===== src/rtl/cpu_exec_pkg.sv =====
// constants, opcodes and instruction classes for the 4-bit cpu subset executor
// assumes byte-wide program memory and nibble-pair (byte) wide data memory ports
package cpu_exec_pkg;
  localparam int PC_W = 15;
  localparam int DA_W = 8;
  localparam logic [PC_W-1:0] PC_RST = 15'h0000;
  localparam logic [PC_W-1:0] PC_ONE = 15'h0001;
  localparam logic [DA_W-1:0] SP_RST = 8'h00;
  localparam logic [DA_W-1:0] SP_STEP2 = 8'h02;
  localparam logic [DA_W-1:0] SP_STEP4 = 8'h04;
  localparam logic [DA_W-1:0] SP_STEP6 = 8'h06;
  localparam logic [3:0] NIB_ZERO = 4'h0;
  localparam logic [3:0] NIB_ONE = 4'h1;
  localparam logic [3:0] NIB_FULL = 4'hf;
  // first-byte opcodes
  localparam logic [7:0] OP_LD_DEC = 8'h8b;
  localparam logic [7:0] OP_LD_INC = 8'h8a;
  localparam logic [7:0] OP_LONG_JMP = 8'hd8;
  localparam logic [7:0] OP_NO_OPER = 8'ha0;
  localparam logic [7:0] OP_OR_PTR = 8'h3a;
  localparam logic [7:0] OP_PRE_DC = 8'hdc;
  localparam logic [7:0] OP_PRE_DD = 8'hdd;
  localparam logic [7:0] OP_CLR_CARRY = 8'he6;
  localparam logic [4:0] STK_PAIR_TOP = 5'h05;
  localparam logic [7:0] REF_LO = 8'h20;
  localparam logic [7:0] REF_HI = 8'h7f;
  localparam logic [3:0] RED_NIB = 4'hb;
  // second-byte encodings
  localparam logic [3:0] OR_IM_TOP = 4'h2;
  localparam logic [4:0] OR_ACC_PAIR_TOP = 5'h05;
  localparam logic [4:0] OR_PAIR_ACC_TOP = 5'h04;
  localparam logic [7:0] POP_SB = 8'h66;
  localparam logic [7:0] PUSH_SB = 8'h67;
  // table entry kinds in the top two bits
  localparam logic [1:0] ENT_JUMP = 2'h0;
  localparam logic [1:0] ENT_CALL = 2'h1;
  localparam logic [1:0] LEN1 = 2'h1;
  localparam logic [1:0] LEN2 = 2'h2;
  localparam logic [1:0] LEN3 = 2'h3;
  localparam logic [1:0] WE_NONE = 2'h0;
  localparam logic [1:0] WE_BOTH = 2'h3;

  typedef enum logic [3:0] {
    CL_NO_OPER, CL_LD_DEC, CL_LD_INC, CL_LONG_JMP, CL_OR_PTR, CL_PRE_DC, CL_PRE_DD,
    CL_POP, CL_PUSH, CL_CLR_CARRY, CL_REF, CL_RED, CL_OTHER
  } iclass_e;
endpackage


===== src/rtl/instr_class.sv =====
// first-byte classifier: instruction class and length in bytes
// assumes the opcode byte is stable for the whole cycle
`timescale 1ns/1ps
`default_nettype none
module instr_class (
  input wire logic [7:0] i_opcode,
  output var cpu_exec_pkg::iclass_e o_cls,
  output var logic [1:0] o_len
);
  import cpu_exec_pkg::*;

  always_comb begin
    o_len = LEN1;
    if (i_opcode == OP_LD_DEC) begin
      o_cls = CL_LD_DEC;
    end else if (i_opcode == OP_LD_INC) begin
      o_cls = CL_LD_INC;
    end else if (i_opcode == OP_LONG_JMP) begin
      o_cls = CL_LONG_JMP;
      o_len = LEN3;
    end else if (i_opcode == OP_NO_OPER) begin
      o_cls = CL_NO_OPER;
    end else if (i_opcode == OP_OR_PTR) begin
      o_cls = CL_OR_PTR;
    end else if (i_opcode == OP_PRE_DC) begin
      o_cls = CL_PRE_DC;
      o_len = LEN2;
    end else if (i_opcode == OP_PRE_DD) begin
      o_cls = CL_PRE_DD;
      o_len = LEN2;
    end else if (i_opcode == OP_CLR_CARRY) begin
      o_cls = CL_CLR_CARRY;
    end else if (i_opcode[7:3] == STK_PAIR_TOP) begin
      o_cls = i_opcode[0] ? CL_PUSH : CL_POP;
    end else if (i_opcode >= REF_LO && i_opcode <= REF_HI) begin
      o_cls = CL_REF;
    end else if (i_opcode[7:4] == RED_NIB) begin
      o_cls = CL_RED;
    end else begin
      o_cls = CL_OTHER;
    end
  end
endmodule
`default_nettype wire


===== src/rtl/cpu_subset_exec.sv =====
// executes a subset of a 4-bit cpu instruction set, one machine cycle per clock
// assumes asynchronous-read program memory and data memory (pair at even address)
// Function
// - load-decrement loads A, L-1, skip at 0FH
// - load-increment loads A, L+1, skip at 0H
// - long jump: three bytes, loads all 15 bits
// - no-operation: one cycle, only advances pc
// - OR into destination, source unchanged
// - pop: low at SP, high above, SP+2
// - push: high at SP-1, low SP-2, SP-2
// - clear-carry forces carry to zero
// - table dispatch: 3 cycles, 4 for call
// - jump entry: pc from low nibble, next byte
// - call entry: push six nibbles, SP-6, jump
// - other entries execute in place
// - redundancy instruction after a jump or call entry is skipped
// - entry address from dispatch code nibbles
`timescale 1ns/1ps
`default_nettype none
module cpu_subset_exec (
  input wire logic i_ref_clk,
  input wire logic i_srst,
  output var logic [cpu_exec_pkg::PC_W-1:0] o_pm_addr,
  input wire logic [7:0] i_pm_data,
  output var logic [cpu_exec_pkg::DA_W-1:0] o_dm_raddr,
  input wire logic [7:0] i_dm_rdata,
  output var logic [cpu_exec_pkg::DA_W-1:0] o_dm_waddr,
  output var logic [7:0] o_dm_wdata,
  output var logic [1:0] o_dm_we,
  output var logic o_carry
);
  import cpu_exec_pkg::*;

  typedef enum logic [3:0] {
    ST_FETCH, ST_LOAD, ST_BYTE2, ST_POP, ST_LONG2, ST_LONG3, ST_SKIP, ST_REF1, ST_REF2, ST_REF3
  } state_e;

  state_e st_r, st_nxt;
  logic [PC_W-1:0] pc_r, pc_nxt, pm_r, pm_nxt, ref_ret_r, ref_ret_nxt, ref_end_r, ref_end_nxt;
  logic [DA_W-1:0] sp_r, sp_nxt, ra_r, ra_nxt, wa_r, wa_nxt;
  logic [7:0] wd_r, wd_nxt, hold_r, hold_nxt, ent_r, ent_nxt;
  logic [1:0] we_r, we_nxt, skc_r, skc_nxt, pair_r, pair_nxt;
  logic [3:0] regs_r [8];
  logic [3:0] regs_nxt [8];
  logic [3:0] mbank_r, mbank_nxt, rbank_r, rbank_nxt;
  logic carry_r, carry_nxt, skip_r, skip_nxt, red_r, red_nxt, in_ref_r, in_ref_nxt, sbp_r, sbp_nxt;
  logic xbank_en_r, xreg_en_r;
  iclass_e cls;
  logic [1:0] len;
  logic [PC_W-1:0] seq_pc, next_pc;
  logic seq_hit, adv, exec;
  logic [3:0] ptr_nib, new_l;
  logic [7:0] tbl, dm_pair;

  instr_class u_cls (
    .i_opcode(i_pm_data),
    .o_cls(cls),
    .o_len(len)
  );

  // forward a write still in flight to the pair being read
  assign dm_pair = (we_r != WE_NONE && wa_r == {ra_r[DA_W-1:1], 1'b0}) ? wd_r : i_dm_rdata;
  assign ptr_nib = ra_r[0] ? dm_pair[7:4] : dm_pair[3:0];
  assign exec = (st_r == ST_FETCH) && !skip_r && !(red_r && cls == CL_RED);
  assign tbl = {i_pm_data[7:4], NIB_ZERO} + {3'h0, i_pm_data[3:0], 1'b0};

  always_comb begin
    st_nxt = st_r;
    pc_nxt = pc_r;
    pm_nxt = pm_r;
    sp_nxt = sp_r;
    regs_nxt = regs_r;
    mbank_nxt = mbank_r;
    rbank_nxt = rbank_r;
    carry_nxt = carry_r;
    skip_nxt = skip_r;
    red_nxt = red_r;
    in_ref_nxt = in_ref_r;
    ref_ret_nxt = ref_ret_r;
    ref_end_nxt = ref_end_r;
    hold_nxt = hold_r;
    ent_nxt = ent_r;
    skc_nxt = skc_r;
    pair_nxt = pair_r;
    sbp_nxt = sbp_r;
    wa_nxt = wa_r;
    wd_nxt = wd_r;
    we_nxt = WE_NONE;
    adv = 1'b0;
    new_l = regs_r[2];
    seq_pc = pc_r + PC_ONE;
    seq_hit = in_ref_r && (seq_pc == ref_end_r);
    next_pc = seq_hit ? ref_ret_r : seq_pc;
    unique case (st_r)
      ST_FETCH: begin
        red_nxt = 1'b0;
        if (!exec) begin
          skip_nxt = 1'b0;
          if (len == LEN1) begin
            adv = 1'b1;
          end else begin
            pc_nxt = seq_pc;
            pm_nxt = seq_pc;
            skc_nxt = len - LEN1;
            st_nxt = ST_SKIP;
          end
        end else begin
          unique case (cls)
            CL_LD_DEC, CL_LD_INC: begin
              hold_nxt = i_pm_data;
              st_nxt = ST_LOAD;
            end
            CL_LONG_JMP, CL_PRE_DC, CL_PRE_DD: begin
              hold_nxt = i_pm_data;
              pc_nxt = seq_pc;
              pm_nxt = seq_pc;
              st_nxt = (cls == CL_LONG_JMP) ? ST_LONG2 : ST_BYTE2;
            end
            CL_OR_PTR: begin
              regs_nxt[0] = regs_r[0] | ptr_nib;
              adv = 1'b1;
            end
            CL_POP: begin
              pair_nxt = i_pm_data[2:1];
              sbp_nxt = 1'b0;
              st_nxt = ST_POP;
            end
            CL_PUSH: begin
              wa_nxt = sp_r - SP_STEP2;
              wd_nxt = {regs_r[{i_pm_data[2:1], 1'b1}], regs_r[{i_pm_data[2:1], 1'b0}]};
              we_nxt = WE_BOTH;
              sp_nxt = sp_r - SP_STEP2;
              adv = 1'b1;
            end
            CL_CLR_CARRY: begin
              carry_nxt = 1'b0;
              adv = 1'b1;
            end
            CL_REF: begin
              ref_ret_nxt = next_pc;
              pm_nxt = {7'h00, tbl};
              st_nxt = ST_REF1;
            end
            default: adv = 1'b1;
          endcase
        end
      end
      ST_LOAD: begin
        regs_nxt[0] = ptr_nib;
        new_l = (hold_r == OP_LD_DEC) ? regs_r[2] - NIB_ONE : regs_r[2] + NIB_ONE;
        regs_nxt[2] = new_l;
        skip_nxt = (hold_r == OP_LD_DEC) ? (new_l == NIB_FULL) : (new_l == NIB_ZERO);
        adv = 1'b1;
        st_nxt = ST_FETCH;
      end
      ST_BYTE2: begin
        adv = 1'b1;
        st_nxt = ST_FETCH;
        if (hold_r == OP_PRE_DD) begin
          if (i_pm_data[7:4] == OR_IM_TOP) begin
            regs_nxt[0] = regs_r[0] | i_pm_data[3:0];
          end else if (i_pm_data == POP_SB) begin
            sbp_nxt = 1'b1;
            adv = 1'b0;
            st_nxt = ST_POP;
          end else if (i_pm_data == PUSH_SB) begin
            wa_nxt = sp_r - SP_STEP2;
            wd_nxt = {mbank_r, rbank_r};
            we_nxt = WE_BOTH;
            sp_nxt = sp_r - SP_STEP2;
          end
        end else if (i_pm_data[7:3] == OR_ACC_PAIR_TOP) begin
          regs_nxt[0] = regs_r[0] | regs_r[{i_pm_data[2:1], 1'b0}];
          regs_nxt[1] = regs_r[1] | regs_r[{i_pm_data[2:1], 1'b1}];
        end else if (i_pm_data[7:3] == OR_PAIR_ACC_TOP) begin
          regs_nxt[{i_pm_data[2:1], 1'b0}] = regs_r[{i_pm_data[2:1], 1'b0}] | regs_r[0];
          regs_nxt[{i_pm_data[2:1], 1'b1}] = regs_r[{i_pm_data[2:1], 1'b1}] | regs_r[1];
        end
      end
      ST_POP: begin
        if (sbp_r) begin
          rbank_nxt = i_dm_rdata[3:0];
          mbank_nxt = i_dm_rdata[7:4];
        end else begin
          regs_nxt[{pair_r, 1'b0}] = i_dm_rdata[3:0];
          regs_nxt[{pair_r, 1'b1}] = i_dm_rdata[7:4];
        end
        sp_nxt = sp_r + SP_STEP2;
        adv = 1'b1;
        st_nxt = ST_FETCH;
      end
      ST_LONG2: begin
        hold_nxt = i_pm_data;
        pc_nxt = seq_pc;
        pm_nxt = seq_pc;
        st_nxt = ST_LONG3;
      end
      ST_LONG3: begin
        pc_nxt = {hold_r[6:0], i_pm_data};
        pm_nxt = {hold_r[6:0], i_pm_data};
        in_ref_nxt = 1'b0;
        st_nxt = ST_FETCH;
      end
      ST_SKIP: begin
        skc_nxt = skc_r - LEN1;
        if (skc_r == LEN1) begin
          adv = 1'b1;
          st_nxt = ST_FETCH;
        end else begin
          pc_nxt = seq_pc;
          pm_nxt = seq_pc;
        end
      end
      ST_REF1: begin
        ent_nxt = i_pm_data;
        if (i_pm_data[7:6] == ENT_CALL) begin
          wa_nxt = sp_r - SP_STEP2;
          wd_nxt = {NIB_ZERO, 2'h0, xbank_en_r, xreg_en_r};
          we_nxt = WE_BOTH;
        end
        pm_nxt = pm_r + PC_ONE;
        st_nxt = ST_REF2;
      end
      ST_REF2: begin
        st_nxt = ST_FETCH;
        unique case (ent_r[7:6])
          ENT_JUMP: begin
            pc_nxt = {3'h0, ent_r[3:0], i_pm_data};
            pm_nxt = {3'h0, ent_r[3:0], i_pm_data};
            in_ref_nxt = 1'b0;
            red_nxt = 1'b1;
          end
          ENT_CALL: begin
            wa_nxt = sp_r - SP_STEP4;
            wd_nxt = ref_ret_r[7:0];
            we_nxt = WE_BOTH;
            hold_nxt = i_pm_data;
            st_nxt = ST_REF3;
          end
          default: begin
            pc_nxt = pm_r - PC_ONE;
            pm_nxt = pm_r - PC_ONE;
            ref_end_nxt = pm_r + PC_ONE;
            in_ref_nxt = 1'b1;
          end
        endcase
      end
      ST_REF3: begin
        wa_nxt = sp_r - SP_STEP6;
        wd_nxt = {1'b0, ref_ret_r[14:12], ref_ret_r[11:8]};
        we_nxt = WE_BOTH;
        sp_nxt = sp_r - SP_STEP6;
        pc_nxt = {1'b0, ent_r[5:0], hold_r};
        pm_nxt = {1'b0, ent_r[5:0], hold_r};
        in_ref_nxt = 1'b0;
        red_nxt = 1'b1;
        st_nxt = ST_FETCH;
      end
    endcase
    if (adv) begin
      pc_nxt = next_pc;
      pm_nxt = next_pc;
      if (seq_hit) begin
        in_ref_nxt = 1'b0;
      end
    end
    ra_nxt = (st_nxt == ST_POP) ? sp_r : {regs_nxt[3], regs_nxt[2]};
  end

  always_ff @(posedge i_ref_clk) begin
    if (i_srst) begin
      st_r <= ST_FETCH;
      pc_r <= PC_RST;
      pm_r <= PC_RST;
      sp_r <= SP_RST;
      for (int i = 0; i < 8; i++) begin
        regs_r[i] <= NIB_ZERO;
      end
      mbank_r <= NIB_ZERO;
      rbank_r <= NIB_ZERO;
      {carry_r, skip_r, red_r, in_ref_r, sbp_r, xbank_en_r, xreg_en_r} <= '0;
      ref_ret_r <= PC_RST;
      ref_end_r <= PC_RST;
      hold_r <= '0;
      ent_r <= '0;
      skc_r <= '0;
      pair_r <= '0;
      ra_r <= SP_RST;
      wa_r <= SP_RST;
      wd_r <= '0;
      we_r <= WE_NONE;
    end else begin
      st_r <= st_nxt;
      pc_r <= pc_nxt;
      pm_r <= pm_nxt;
      sp_r <= sp_nxt;
      regs_r <= regs_nxt;
      mbank_r <= mbank_nxt;
      rbank_r <= rbank_nxt;
      {carry_r, skip_r, red_r, in_ref_r, sbp_r} <= {carry_nxt, skip_nxt, red_nxt, in_ref_nxt, sbp_nxt};
      ref_ret_r <= ref_ret_nxt;
      ref_end_r <= ref_end_nxt;
      hold_r <= hold_nxt;
      ent_r <= ent_nxt;
      skc_r <= skc_nxt;
      pair_r <= pair_nxt;
      ra_r <= ra_nxt;
      wa_r <= wa_nxt;
      wd_r <= wd_nxt;
      we_r <= we_nxt;
    end
  end

  assign o_pm_addr = pm_r;
  assign o_dm_raddr = ra_r;
  assign o_dm_waddr = wa_r;
  assign o_dm_wdata = wd_r;
  assign o_dm_we = we_r;
  assign o_carry = carry_r;
endmodule
`default_nettype wire


===== config.mk =====
export PLATFORM = sky130hd
export DESIGN_NAME = cpu_subset_exec
export DESIGN_NICKNAME = d
export VERILOG_FILES = /design/src/rtl/cpu_exec_pkg.sv /design/src/rtl/instr_class.sv /design/src/rtl/cpu_subset_exec.sv
export SDC_FILE = /design/constraint.sdc
export NUM_CORES = 1
export LEC_CHECK = 0
export BUFFER_PORTS_ARGS = -buffer_cell sky130_fd_sc_hd__clkbuf_2
export CAP_MARGIN = 20
export CORE_MARGIN = 3
export CORE_UTILIZATION = 37
export DETAILED_ROUTE_END_ITERATION = 6
export SYNTH_ARGS = -nofsm -noshare
export SYNTH_HDL_FRONTEND = slang
export SYNTH_HIERARCHICAL = 1
export SYNTH_SLANG_ARGS = --single-unit
export TNS_END_PERCENT = 5

===== constraint.sdc =====
create_clock -name i_ref_clk -period 6.7 [get_ports i_ref_clk]
set_input_delay 1.005 -clock i_ref_clk [delete_from_list [all_inputs] [get_ports i_ref_clk]]
set_output_delay 1.005 -clock i_ref_clk [all_outputs]
set_load 0.05 [all_outputs]

==> impl_metrics.yaml <==
yosys:
  synth_top_family_by_area: "compound AO/OA/AOI/OAI gates"
  synth_compound_area_frac: 0.2614
  synthCells: 1427
  synthAdderAreaFrac: 0.02296
  yosys.area_share.simple: 0.2457
  ys_seq_elements: 159
  ys_seq_area_frac: 0.2835
  synth.distinct_cells: 96
  async_flop_share: 0
  syn_area_um2: 11230
  syn-mean-instance-area_um2: 7.867
  ys.flop_type: "dfxtp_1"
  synth_edf_count: 0
  synth_xor_area_frac: 0.06331
  synth_top_cell_area_share: 0.2835
  synth_top_area_cell: "dfxtp_1"
  yosysWarningCount: 6
  synth.area.top_cells: "dfxtp_1 28%, nor2_1 5.9%, nand2_1 4.0%, a21oi_1 3.6%, mux2i_1 3.6%"
  synth_mux_area_frac: 0.06777
critical_path:
  r2r-start: "pc_r[0]"
  ff2ff_path_depth: 9
  worst-setup-path-type: "in2reg"
  ff2ff_setup_slack_ns: 2.44
  cp.arrival_ns: 5.30
  critPathMaxFanout: 16
  end_kind: "register"
  start_kind: "primary input"
  rr_endpoint: "ref_ret_r[0]"
  required_ns: 7.08
cts:
  clk_latency_ns: 0.45
  cts_resized: 0
  clkTransAtPathRegs_ns: 0.07
  h-tree-depth: 4
  holdBufCountCts: 0
  cts_tree: "done"
  cts_root_buffer: "clkbuf_16"
  cts_buffers: 17
  cts.path.max_buffers: 2
  post-cts-setup-buffers: 0
  cts.sinks: 159
finish:
  design_area_um2: 12340
  layout-drive-gt1-share: 0.1300
  mostFrequentLayoutCells: "175 x nor2_1, 159 x dfxtp_1, 120 x nand2_1"
  finalNetCount: 1456
  antennaDiodeCount: 0
  final_common_cell: "nor2_1"
  synthToLayoutAreaGrowth_pct: 9.897
routing:
  firstDrtPassIters: 7
  vias: 11570
  drtIter0Drc: 1539
  ant_nets: 0
  wirelength_um: 42260
  wl_per_cell_um: 23.20
  via_per_inst: 6.354
  route.detailed.drc: 0
global_routing:
  grt-ovfl-total: 0
  grt_pass1_vias: 10610
  grt_pass1_wl_um: 64730
  grt_use_total: 0.2506
  antenna_found_initial: 0
  grt_start_max_net_pins: 90
run_status:
  status: "finished clean"
placement:
  portBuffers: 57
  place_congestion: 0.9997
  hpwlAfterDp_um: 30700
  dpl_cell_area_um2: 11770
sta:
  worst_pin_slew_ns: 1.126
  finalSetupTns_ns: 0
  setup_violations: 0
  hold_viol: 0
  skew_ns: 0.01394
  rsz0062_at_grt: "no"
  drv_slew: 0
  fin_crit_ns: 4.929
  slew_headroom: 0.2476
  fin_crit_sh: 0.7357
  clock.fmax_mhz: 202.9
floorplan:
  ios: 60
  rows: 63
  die_h_um: 180.2
  dieArea_um2: 32470
  initial_utilization: 0.3768
  core_um2: 29800
  die_width_um: 180.2
pwr:
  ir_drop_mv: 0.2155
  power.leakage_nw: 4.473
  pwr_density_cell_nw_per_um2: 406.2
worst_hold_path:
  hold_path.class: "reg2reg"
  worstHoldStart: "rbank_r[1]"
  holdPathStages: 2
  hold_path_end: "rbank_r[1]"
job:
  max_cap_violations: 0
[synth_stat cells (all sizes together), types with 7 or more instances]
cell type and count:
a222oi 20, nand3 55, buf 27, a21o 12
mux4 11, nor3b 7, xor2 31, nor3 28
dfxtp 159, a22oi 19, nor4 18, a31oi 25
inv 34, or2 17, nor2 176, and2 7
a21oi 80, nand4 16, a221oi 26, or4 11
nand2b 17, o31ai 8, nand2 120, ha 19
and3 11, or3 10, clkbuf 89, o221ai 8
mux2 10, mux2i 40, nor2b 14, a311oi 9
a211oi 36, o22ai 9, and4 7, o211ai 35
o21ai 61, xnor2 45
[critical path: stages]
cell and delay, ns:
clkbuf_2 0.28, nand2b_1 0.27, nor4b_1 0.40, nand2_1 0.10
a31oi_1 0.64, and3b_1 0.29, a31oi_1 0.32, nand2_1 0.17
a221o_1 0.55, nor2_1 0.86, o21ai_0 0.25, nand3_1 0.15
[metal layers]
| layer | wire (um) | up-vias | part of all wire | global-route usage |
|---|---|---|---|---|
| met5 | 0 | - | 0 | 0 |
| met4 | 1256 | 0 | 0.030 | 0.08996 |
| met3 | 4002 | 85 | 0.095 | 0.05571 |
| met2 | 17690 | 632 | 0.42 | 0.3558 |
| met1 | 19310 | 5545 | 0.46 | 0.3704 |
| li1 | - | 5309 | - | - |
[stage by stage]
stage               worst slack [ns]  hold WS, ns  total power [mW]    util  instances
floorplan                      2.467       0.4357             3.245       -       1428
global placement               1.618       0.4453             4.001  0.3951       1786
detailed placement             1.507       0.4471             3.993  0.3951       1786
CTS                            1.973       0.4578             4.956  0.4134       1818
global route                   1.529       0.4768             5.279  0.4140       1821
finish                         1.771       0.4566             5.012  0.4140       1821
[registers in the layout, indices dropped and copies added, names as in the netlist, 2 cells and up]
signal      flops
regs_r         32
mbank_r         4
hold_r          8
pc_r           15
ref_ret_r      15
sp_r            7
o_dm_raddr      8
o_pm_addr      15
o_dm_wdata      8
o_dm_waddr      7
rbank_r         4
ref_end_r      15
skc_r           2
pair_r          2
st_r            4
ent_r           8
[cells by family (layout without fill, tap and decap cells)]
| kind of cell | after synthesis | count (layout) |
|---|---|---|
| AOI/OAI and AO/OA | 413 | 413 |
| xor gates and xnor gates | 78 | 78 |
| adders and majority gates | 20 | 20 |
| buffers and inverters | 151 | 154 |
| DFF | 159 | 159 |
| muxes | 61 | 61 |
| other | 1 | 2 |
| and+or+nand+nor | 544 | 544 |
[area by class of cell]
type                    instances  area [um2]
fillers                      3098       17460
multi-input cells            1118        7478
flip-flops and latches        159        3183
repair buffers                 87       510.5
well taps                     390       488.0
clock buffers                  19       442.9
inverters                      35       131.4
clock inverters                13       102.6
[worst max-delay path by stage]
stage	endpoint	depth (start not counted)	slack, ns	start
3_3_place_gp	pc_r[6]	12	1.62	i_pm_data[0]
2_1_floorplan	o_pm_addr[0]	13	2.47	i_pm_data[2]
4_1_cts	o_pm_addr[5]	12	1.97	i_pm_data[0]
5_1_grt	pc_r[5]	12	1.53	i_pm_data[0]
3_5_place_dp	o_pm_addr[5]	12	1.51	i_pm_data[0]
6_report	pc_r[5]	12	1.77	i_pm_data[0]
[report_power, final]
| group | switching, mW | internal, mW | total, mW |
|---|---|---|---|
| Combinational | 1.76 | 0.893 | 2.65 |
| Sequential | 0.302 | 1.11 | 1.41 |
| Clock | 0.460 | 0.492 | 0.952 |
| Total | 2.52 | 2.49 | 5.01 |
Power figures use the tool's default switching activity.
